File: src/hdl/fccg_map.svh
// Register offsets, reset values and timing constants of the generator.
// Assumes inclusion by bare name from the design files only.
`ifndef FCCG_MAP_SVH
`define FCCG_MAP_SVH

// Command offsets on the register port
`define FCCG_ADDR_PRESCALE   8'h19
`define FCCG_ADDR_ENABLE     8'h20
`define FCCG_ADDR_TIME_BASE  8'h21
`define FCCG_ADDR_SYNC       8'h25
`define FCCG_ADDR_PHASE_BASE 8'h26
`define FCCG_ADDR_STATUS     8'h2A
`define FCCG_ADDR_LEVELS     8'h2B

// Field layout of a command word
`define FCCG_LSB_LO     0
`define FCCG_LSB_HI     7
`define FCCG_MSB_LO     8
`define FCCG_MSB_HI     15
`define FCCG_NIB_HI     3

// Reset values and the prescaler minimum
`define FCCG_PRESCALE_RST 8'h0A
`define FCCG_PRESCALE_MIN 8'h01
`define FCCG_TIME_RST     8'h00
`define FCCG_PHASE_RST    8'h00

// Timebase: one base tick per millisecond, prescaler scales it up
`define FCCG_CLK_HZ       40000000
`define FCCG_BASE_TIME_US 1000
`define FCCG_US_PER_S     1000000

// Status word bit positions
`define FCCG_STAT_REJECT  0
`define FCCG_STAT_SYNCED  1

`endif

File: src/hdl/fccg_pkg.sv
// Types shared by the clock generator top and its channel.
// Assumes nothing beyond a SystemVerilog compiler.
package fccg_pkg;

  // Run state of one generator channel
  typedef enum logic [1:0] {
    FCCG_ST_STOPPED,
    FCCG_ST_DELAY,
    FCCG_ST_RUN
  } fccg_state_t;

  typedef logic [7:0] fccg_byte_t;

endpackage : fccg_pkg

File: src/hdl/fccg_chan.sv
// One generator channel: phase delay, then high and low times in units.
// Assumes i_unit_tick is a one-cycle pulse once per time unit.
`include "fccg_map.svh"

module fccg_chan (
  input  wire logic             i_core_clk,
  input  wire logic             i_sys_rst,
  input  wire logic             i_unit_tick,
  input  wire logic             i_start,
  input  wire logic             i_stop,
  input  wire logic             i_sync,
  input  wire logic             i_sync_level,
  input  wire fccg_pkg::fccg_byte_t i_phase,
  input  wire fccg_pkg::fccg_byte_t i_high_time,
  input  wire fccg_pkg::fccg_byte_t i_low_time,
  output logic                  o_level,
  output fccg_pkg::fccg_state_t o_state
);

  fccg_pkg::fccg_state_t state_reg;
  fccg_pkg::fccg_byte_t  cnt_reg;
  fccg_pkg::fccg_byte_t  delay_reg;
  logic                  level_reg;
  logic                  delay_done;
  logic                  phase_done;

  // A zero length still lasts one unit, so a pin never sticks
  function automatic logic reached(input fccg_pkg::fccg_byte_t cnt,
                                   input fccg_pkg::fccg_byte_t len);
    logic [8:0] need;
    need = (len == `FCCG_TIME_RST) ? 9'h001 : {1'b0, len};
    reached = (({1'b0, cnt} + 9'h001) >= need);
  endfunction : reached

  // End of the phase delay and of the current high or low phase
  assign delay_done = (delay_reg == `FCCG_PHASE_RST) |
                      (i_unit_tick & reached(cnt_reg, delay_reg));
  assign phase_done = i_unit_tick &
                      reached(cnt_reg, level_reg ? i_high_time
                                                 : i_low_time);

  // Run state; sync outranks stop, stop outranks start
  always_ff @(posedge i_core_clk) begin
    if (i_sys_rst) begin
      state_reg <= fccg_pkg::FCCG_ST_STOPPED;
    end else if (i_sync) begin
      state_reg <= fccg_pkg::FCCG_ST_DELAY;
    end else if (i_stop) begin
      state_reg <= fccg_pkg::FCCG_ST_STOPPED;
    end else begin
      unique case (state_reg)
        fccg_pkg::FCCG_ST_STOPPED: begin
          if (i_start) begin
            state_reg <= fccg_pkg::FCCG_ST_RUN;
          end
        end
        fccg_pkg::FCCG_ST_DELAY: begin
          if (delay_done) begin
            state_reg <= fccg_pkg::FCCG_ST_RUN;
          end
        end
        fccg_pkg::FCCG_ST_RUN: begin
          state_reg <= fccg_pkg::FCCG_ST_RUN;
        end
        default: begin
          state_reg <= fccg_pkg::FCCG_ST_STOPPED;
        end
      endcase
    end
  end

  // Delay latched at sync, since the shared delay store is wiped then
  always_ff @(posedge i_core_clk) begin
    if (i_sys_rst) begin
      delay_reg <= `FCCG_PHASE_RST;
    end else if (i_sync) begin
      delay_reg <= i_phase;
    end
  end

  // Unit counter restarts on every phase boundary
  always_ff @(posedge i_core_clk) begin
    if (i_sys_rst) begin
      cnt_reg <= `FCCG_TIME_RST;
    end else if (i_sync || (i_start && state_reg ==
                            fccg_pkg::FCCG_ST_STOPPED)) begin
      cnt_reg <= `FCCG_TIME_RST;
    end else if (state_reg == fccg_pkg::FCCG_ST_DELAY && delay_done) begin
      cnt_reg <= `FCCG_TIME_RST;
    end else if (state_reg == fccg_pkg::FCCG_ST_RUN && phase_done) begin
      cnt_reg <= `FCCG_TIME_RST;
    end else if (i_unit_tick && state_reg != fccg_pkg::FCCG_ST_STOPPED) begin
      cnt_reg <= cnt_reg + 8'h01;
    end
  end

  // Pin level: preset at sync, held while stopped, toggled in run
  always_ff @(posedge i_core_clk) begin
    if (i_sys_rst) begin
      level_reg <= 1'b0;
    end else if (i_sync) begin
      level_reg <= i_sync_level;
    end else if (!i_stop && state_reg == fccg_pkg::FCCG_ST_RUN &&
                 phase_done) begin
      level_reg <= ~level_reg;
    end
  end

  assign o_level = level_reg;
  assign o_state = state_reg;

endmodule : fccg_chan

File: src/hdl/fccg_top.sv
// Four-channel clock generator driving the low port pins.
// Assumes a one-cycle register port master synchronous to i_core_clk.
`include "fccg_map.svh"

module fccg_top #(
  parameter int NUM_CH      = 4,
  parameter int BASE_CYCLES = `FCCG_CLK_HZ / `FCCG_US_PER_S *
                              `FCCG_BASE_TIME_US
) (
  input  wire logic        i_core_clk,
  input  wire logic        i_sys_rst,
  input  wire logic [7:0]  i_addr,
  input  wire logic [15:0] i_wdata,
  input  wire logic        i_wr_stb,
  input  wire logic        i_rd_stb,
  output logic      [15:0] o_rdata,
  output logic             o_gen_pin_zero,
  output logic             o_gen_pin_one,
  output logic             o_gen_pin_two,
  output logic             o_gen_pin_three
);

  localparam int CW = $clog2(BASE_CYCLES);
  localparam logic [CW-1:0] BASE_LAST = CW'(BASE_CYCLES - 1);

  fccg_pkg::fccg_byte_t  prescale_reg;
  fccg_pkg::fccg_byte_t  pre_cnt_reg;
  logic [CW-1:0]         base_cnt_reg;
  logic                  base_tick;
  logic                  unit_tick;
  fccg_pkg::fccg_byte_t  high_reg [NUM_CH];
  fccg_pkg::fccg_byte_t  low_reg  [NUM_CH];
  fccg_pkg::fccg_byte_t  phase_reg[NUM_CH];
  logic                  reject_reg;
  logic                  synced_reg;
  logic [15:0]           rdata_reg;
  logic [15:0]           rdata_next;
  logic                  wr_prescale;
  logic                  wr_enable;
  logic                  wr_sync;
  logic                  wr_status;
  logic                  wr_time;
  logic                  wr_phase;
  logic [1:0]            time_idx;
  logic [1:0]            phase_idx;
  logic [NUM_CH-1:0]     start_vec;
  logic [NUM_CH-1:0]     stop_vec;
  logic [NUM_CH-1:0]     sync_vec;
  logic [NUM_CH-1:0]     level_vec;
  logic [NUM_CH-1:0]     run_vec;
  fccg_pkg::fccg_state_t state_vec[NUM_CH];
  fccg_pkg::fccg_byte_t  lsb;
  fccg_pkg::fccg_byte_t  msb;

  // True when addr falls in the four-code window starting at base
  function automatic logic in_window(input logic [7:0] addr,
                                     input logic [7:0] base);
    logic [7:0] diff;
    diff = addr - base;
    in_window = (addr >= base) && (diff < 8'(NUM_CH));
  endfunction : in_window

  // Channel index of addr inside the window starting at base
  function automatic logic [1:0] win_index(input logic [7:0] addr,
                                           input logic [7:0] base);
    logic [7:0] diff;
    diff = addr - base;
    win_index = diff[1:0];
  endfunction : win_index

  // Command word split into its two data bytes
  assign lsb = i_wdata[`FCCG_LSB_HI:`FCCG_LSB_LO];
  assign msb = i_wdata[`FCCG_MSB_HI:`FCCG_MSB_LO];

  // Write decode
  assign wr_prescale = i_wr_stb && (i_addr == `FCCG_ADDR_PRESCALE);
  assign wr_enable   = i_wr_stb && (i_addr == `FCCG_ADDR_ENABLE);
  assign wr_sync     = i_wr_stb && (i_addr == `FCCG_ADDR_SYNC);
  assign wr_status   = i_wr_stb && (i_addr == `FCCG_ADDR_STATUS);
  assign wr_time     = i_wr_stb &&
                       in_window(i_addr, `FCCG_ADDR_TIME_BASE);
  assign wr_phase    = i_wr_stb &&
                       in_window(i_addr, `FCCG_ADDR_PHASE_BASE);
  assign time_idx    = win_index(i_addr, `FCCG_ADDR_TIME_BASE);
  assign phase_idx   = win_index(i_addr, `FCCG_ADDR_PHASE_BASE);

  // Per-channel command pulses from the nibbles of the command word
  always_comb begin
    for (int i = 0; i < NUM_CH; i++) begin
      stop_vec[i]  = wr_enable && lsb[i];
      start_vec[i] = wr_enable && msb[i] && !lsb[i];
      sync_vec[i]  = wr_sync && lsb[i];
    end
  end

  // Global prescaler; zero is refused and the old value kept
  always_ff @(posedge i_core_clk) begin
    if (i_sys_rst) begin
      prescale_reg <= `FCCG_PRESCALE_RST;
    end else if (wr_prescale && lsb >= `FCCG_PRESCALE_MIN) begin
      prescale_reg <= lsb;
    end
  end

  // Sticky refusal flag; a new refusal wins over a clear
  always_ff @(posedge i_core_clk) begin
    if (i_sys_rst) begin
      reject_reg <= 1'b0;
    end else if (wr_prescale && lsb < `FCCG_PRESCALE_MIN) begin
      reject_reg <= 1'b1;
    end else if (wr_status && lsb[`FCCG_STAT_REJECT]) begin
      reject_reg <= 1'b0;
    end
  end

  // Sticky flag showing a sync has run since it was last cleared
  always_ff @(posedge i_core_clk) begin
    if (i_sys_rst) begin
      synced_reg <= 1'b0;
    end else if (wr_sync) begin
      synced_reg <= 1'b1;
    end else if (wr_status && lsb[`FCCG_STAT_SYNCED]) begin
      synced_reg <= 1'b0;
    end
  end

  // Base tick; restarted by sync so every channel starts in step
  always_ff @(posedge i_core_clk) begin
    if (i_sys_rst || wr_sync) begin
      base_cnt_reg <= '0;
    end else if (base_cnt_reg == BASE_LAST) begin
      base_cnt_reg <= '0;
    end else begin
      base_cnt_reg <= base_cnt_reg + CW'(1);
    end
  end

  assign base_tick = (base_cnt_reg == BASE_LAST);

  // Unit tick every prescale base ticks; larger value, slower clocks
  always_ff @(posedge i_core_clk) begin
    if (i_sys_rst || wr_sync) begin
      pre_cnt_reg <= `FCCG_PHASE_RST;
    end else if (base_tick) begin
      if (pre_cnt_reg + 8'h01 >= prescale_reg) begin
        pre_cnt_reg <= `FCCG_PHASE_RST;
      end else begin
        pre_cnt_reg <= pre_cnt_reg + 8'h01;
      end
    end
  end

  // Unit length sets the period span reachable with 8-bit times
  assign unit_tick = base_tick &&
                     (pre_cnt_reg + 8'h01 >= prescale_reg);

  // High and low times; a change also sets the length of the phase already in progress
  always_ff @(posedge i_core_clk) begin
    if (i_sys_rst) begin
      for (int i = 0; i < NUM_CH; i++) begin
        high_reg[i] <= `FCCG_TIME_RST;
        low_reg[i]  <= `FCCG_TIME_RST;
      end
    end else if (wr_time) begin
      high_reg[time_idx] <= lsb;
      low_reg[time_idx]  <= msb;
    end
  end

  // Phase delays, wiped by every sync after the selected channels latch them
  always_ff @(posedge i_core_clk) begin
    if (i_sys_rst) begin
      for (int i = 0; i < NUM_CH; i++) begin
        phase_reg[i] <= `FCCG_PHASE_RST;
      end
    end else if (wr_sync) begin
      for (int i = 0; i < NUM_CH; i++) begin
        phase_reg[i] <= `FCCG_PHASE_RST;
      end
    end else if (wr_phase) begin
      phase_reg[phase_idx] <= lsb;
    end
  end

  // The generator channels
  for (genvar g = 0; g < NUM_CH; g++) begin : g_chan
    fccg_chan u_chan (
      .i_core_clk   (i_core_clk),
      .i_sys_rst    (i_sys_rst),
      .i_unit_tick  (unit_tick),
      .i_start      (start_vec[g]),
      .i_stop       (stop_vec[g]),
      .i_sync       (sync_vec[g]),
      .i_sync_level (msb[g]),
      .i_phase      (phase_reg[g]),
      .i_high_time  (high_reg[g]),
      .i_low_time   (low_reg[g]),
      .o_level      (level_vec[g]),
      .o_state      (state_vec[g])
    );
    assign run_vec[g] = (state_vec[g] != fccg_pkg::FCCG_ST_STOPPED);
  end

  // Read mux; unmapped offsets read as zero
  always_comb begin
    rdata_next = 16'h0000;
    if (i_addr == `FCCG_ADDR_PRESCALE) begin
      rdata_next = {8'h00, prescale_reg};
    end else if (i_addr == `FCCG_ADDR_ENABLE) begin
      rdata_next = {4'h0, run_vec, 8'h00};
    end else if (in_window(i_addr, `FCCG_ADDR_TIME_BASE)) begin
      rdata_next = {low_reg[time_idx], high_reg[time_idx]};
    end else if (in_window(i_addr, `FCCG_ADDR_PHASE_BASE)) begin
      rdata_next = {8'h00, phase_reg[phase_idx]};
    end else if (i_addr == `FCCG_ADDR_STATUS) begin
      rdata_next = {14'h0000, synced_reg, reject_reg};
    end else if (i_addr == `FCCG_ADDR_LEVELS) begin
      rdata_next = {4'h0, run_vec, 4'h0, level_vec};
    end
  end

  // Read data stands only in the cycle after the strobe
  always_ff @(posedge i_core_clk) begin
    if (i_sys_rst) begin
      rdata_reg <= 16'h0000;
    end else if (i_rd_stb) begin
      rdata_reg <= rdata_next;
    end else begin
      rdata_reg <= 16'h0000;
    end
  end

  // Outputs; each pin comes straight from its channel's level flop
  assign o_rdata         = rdata_reg;
  assign o_gen_pin_zero  = level_vec[0];
  assign o_gen_pin_one   = level_vec[1];
  assign o_gen_pin_two   = level_vec[2];
  assign o_gen_pin_three = level_vec[3];

endmodule : fccg_top
File: config.mk
export PLATFORM = sky130hd
export DESIGN_NAME = fccg_top
export DESIGN_NICKNAME = d
export VERILOG_FILES = /design/src/hdl/fccg_pkg.sv /design/src/hdl/fccg_chan.sv /design/src/hdl/fccg_top.sv
export VERILOG_INCLUDE_DIRS = /design/src /design/src/hdl
export SDC_FILE = /design/constraint.sdc
export NUM_CORES = 1
export LEC_CHECK = 0
export BUFFER_PORTS_ARGS = -buffer_cell sky130_fd_sc_hd__buf_4
export CAP_MARGIN = 20
export CORE_MARGIN = 10
export CORE_UTILIZATION = 60
export CTS_BUF_LIST = sky130_fd_sc_hd__clkbuf_8
export CTS_CLUSTER_SIZE = 16
export DETAILED_ROUTE_END_ITERATION = 7
export PLACE_DENSITY = 0.81
export SLEW_MARGIN = 20
export SYNTH_ARGS = -nofsm -noshare
export SYNTH_HDL_FRONTEND = slang
export SYNTH_SLANG_ARGS = --single-unit
File: constraint.sdc
create_clock -name i_core_clk -period 9 [get_ports i_core_clk]
set_clock_uncertainty 0.1 [all_clocks]
set_input_delay 1.8 -clock i_core_clk [delete_from_list [all_inputs] [get_ports i_core_clk]]
set_output_delay 1.8 -clock i_core_clk [all_outputs]
set_load 0.005 [all_outputs]
==> results.yml <==
synth:
  synth-compound-area-share_pct: 12.0
  avgSynthCellArea_um2: 10.1
  synth_edf_count: 96
  synthXorXnorAreaFrac_pct: 5.02
  synth-seq-area-share_pct: 43.0
  synth_top_area_share_pct: 23.0
  syn_area_mm2: 0.0126
  synth_nets: 1358
  synthFlopType: "dfxtp_1"
  synth.top_cells.by_area: "edfxtp_1, dfxtp_1, ha_1"
  syn_inst: 1244
  yosys.cell_types.count: 68
  synth_seq_cells: 222
  synthSimpleGateAreaFrac_pct: 21.0
  synthMuxAreaShare_pct: 7.17
  yosysWarningCount: 0
  synthAdderAreaFrac_pct: 8.57
  synthArstFlopShare_pct: 0
  yosys.area.top_type: "edfxtp_1"
  synth_top_family_by_area: "simple AND/OR/NAND/NOR gates"
floorplan:
  chipHeight_um: 165
  die-area_mm2: 0.0271
  start_util_pct: 61.5
  coreArea_mm2: 0.0204
  die_x_um: 165
  rows: 52
  io_pins: 48
clock_tree:
  clk_pin_slew_ns: 0.06
  cts_tree: "yes"
  cts.sinks: 222
  ctsResizeCount: 0
  numCtsBuffers: 39
  ctsHoldBuffers: 0
  cts-htree-levels: 2
  clockBufferDepth: 3
  cts_setup_buffers: 0
  cts-root-buf: "clkbuf_8"
  clk_latency_ns: 0.54
global_routing:
  antenna_found_initial: 1
  grt_max_degree: 52
  overflow: 0
  grt_pass1_vias: 9849
  grt_util_all_layers_pct: 25.8
  grt_pass1_wl_um: 55000
detailed_routing:
  routed_wl_um: 35000
  firstDrtPassIters: 6
  drtIter0Drc: 1252
  drtAntennaViolNets: 0
  drc: 0
  vias: 10080
  vias_per_cell: 6.39
  wl_per_cell_um: 22.2
worst_setup_path:
  path_cells: "buf_4 > inv_1 > ha_1 > xor2_1 > nor2_2 > nand2_1 > nor2_2 > and3_1 > or2_2"
  crit_buf_inv: 2
  slowest_delay_ns: 0.54
  critical_path.top_delay_family: "simple AND/OR/NAND/NOR gates"
  critPathSlowestCell: "and3_1"
  critPathLaunchType: "input port"
  cp-end-kind: "flip-flop"
  ff2ff_setup_slack_ns: 5.31
  cp.arrival_ns: 4.86
  critical_path_class: "input port to flip-flop"
  cp_common_cell: "nor2_2"
  worstPathRequired_ns: 9.09
  critPathMaxFanout: 30
power_and_ir_drop:
  p_seq_share_pct: 51.7
  leakage_uw: 0.00545
  internal_power_uw: 1620
  comb_power_share_pct: 5.6
  power.density_mw_per_mm2: 154
  p_sw_share_pct: 24.2
  vdd.ir_drop.worst_mv: 0.149
  pwr-share-clk_pct: 42.7
  switching_power_uw: 516
layout:
  stdcell_area_mm2: 0.0138
  num-fill-cells: 1590
  num_antenna_cells: 0
  drive_gt1_share_pct: 12.0
  final_cell_mix: "dfxtp_1, nand2_1, and2_1, edfxtp_1, ha_1"
  seq_area_mm2: 0.00541
  area_delta_synth_final_pct: 10.1
  nNetsFinal: 1394
  multi_input_area_mm2: 0.00676
  layout_commonest_cell: "dfxtp_1"
timing:
  hold_slack_ns: 0.370
  post-route-period-util_pct: 52.9
  rsz0062_at_grt: "no"
  hold_viol: 0
  fmax_ghz: 0.210
  final.min_clock_period_ns: 4.76
  slew_headroom_pct: 29.3
  fin_tns_setup_ns: 0
  tightest_slew_ns: 1.05
  finalSetupViolations: 0
  slew_viol_final: 0
place:
  portBuffers: 47
  dpl.hpwl_um: 26300
  dpl_cell_area_mm2: 0.0131
  gp_routability_congestion: 0.977
job:
  max_cap_viol_count: 0
run_status:
  status: "completed"
hold_path:
  hold_path.class: "flip-flop to flip-flop"
cells in the mapped netlist (all sizes together), types with 27 or more instances:
cell type,number
mux2i,36
clkbuf,41
ha,86
nand2,112
xor2,61
a21oi,66
o21ai,27
and2,110
dfxtp,126
and3,41
nand2b,27
edfxtp,96
inv,44
nor2,58
nor3,41
worst paths after layout:
path / from / endpoint / depth (start not counted)
setup / recovery: i_addr[0] / low_reg[0][3]$_SDFFCE_PN0P_ / 9
hold / removal: g_chan[2].u_chan.delay_reg[0]$_SDFFE_PP0P_ / g_chan[2].u_chan.delay_reg[0]$_SDFFE_PP0P_ / 2
setup reg to reg: pre_cnt_reg[0]$_SDFFE_PP0N_ / g_chan[3].u_chan.cnt_reg[0]$_SDFFE_PP0P_ / 12
hold reg to reg: g_chan[2].u_chan.delay_reg[0]$_SDFFE_PP0P_ / g_chan[2].u_chan.delay_reg[0]$_SDFFE_PP0P_ / 2
cell type report:
type                       instances  area share, %
multi-input combinational        919           48.9
inverter                          44           1.19
timing repair buffer              54           2.93
tap                              270           2.44
clock buffer                      43           4.28
clock inverter                    25           1.14
sequential                       222           39.1
layer usage:
layer	part of all wire [%]	vias up	GRT usage, %
met5	0	-	0
met4	3.7	0	9.38
met3	11	108	6.15
met2	44	551	39.7
met1	41	4796	34.7
li1	-	4625	-
power by group through the flow:
| stage | combinational [uW] | sequential, uW | clock (uW) |
|---|---|---|---|
| CTS | 117 | 1100 | 920 |
| finish | 120 | 1100 | 910 |
| detailed placement | 117 | 1120 | 0 |
| global placement | 115 | 1120 | 0 |
| global route | 128 | 1100 | 970 |
| floorplan | 72.7 | 1100 | 0 |
kinds of logic after synthesis:
| family | count (synthesis) |
|---|---|
| flip-flops | 222 |
| AO/OA/AOI/OAI | 216 |
| buffers and inverters | 103 |
| XOR/XNOR | 72 |
| AND/OR/NAND/NOR | 485 |
| adder cells (fa/ha/maj) | 86 |
| multiplexers | 60 |
worst min-delay path, delay by kind of cell (launching register included):
family / cells / cell delay, ns
and+or+nand+nor: 1 / 0.05
AOI/OAI and AO/OA: 1 / 0.05
DFF: 1 / 0.32
metrics by stage:
step | setup WS (ns) | instances | utilization, % | power (uW)
detailed placement | 3.79 | 1509 | 64.0 | 1240
floorplan | 4.60 | 1244 | - | 1180
finish | 4.24 | 1577 | 67.7 | 2130
global route | 3.93 | 1577 | 67.7 | 2200
global placement | 3.91 | 1508 | 63.9 | 1230
CTS | 4.36 | 1577 | 67.6 | 2140
(Power assumes the default switching activity.)
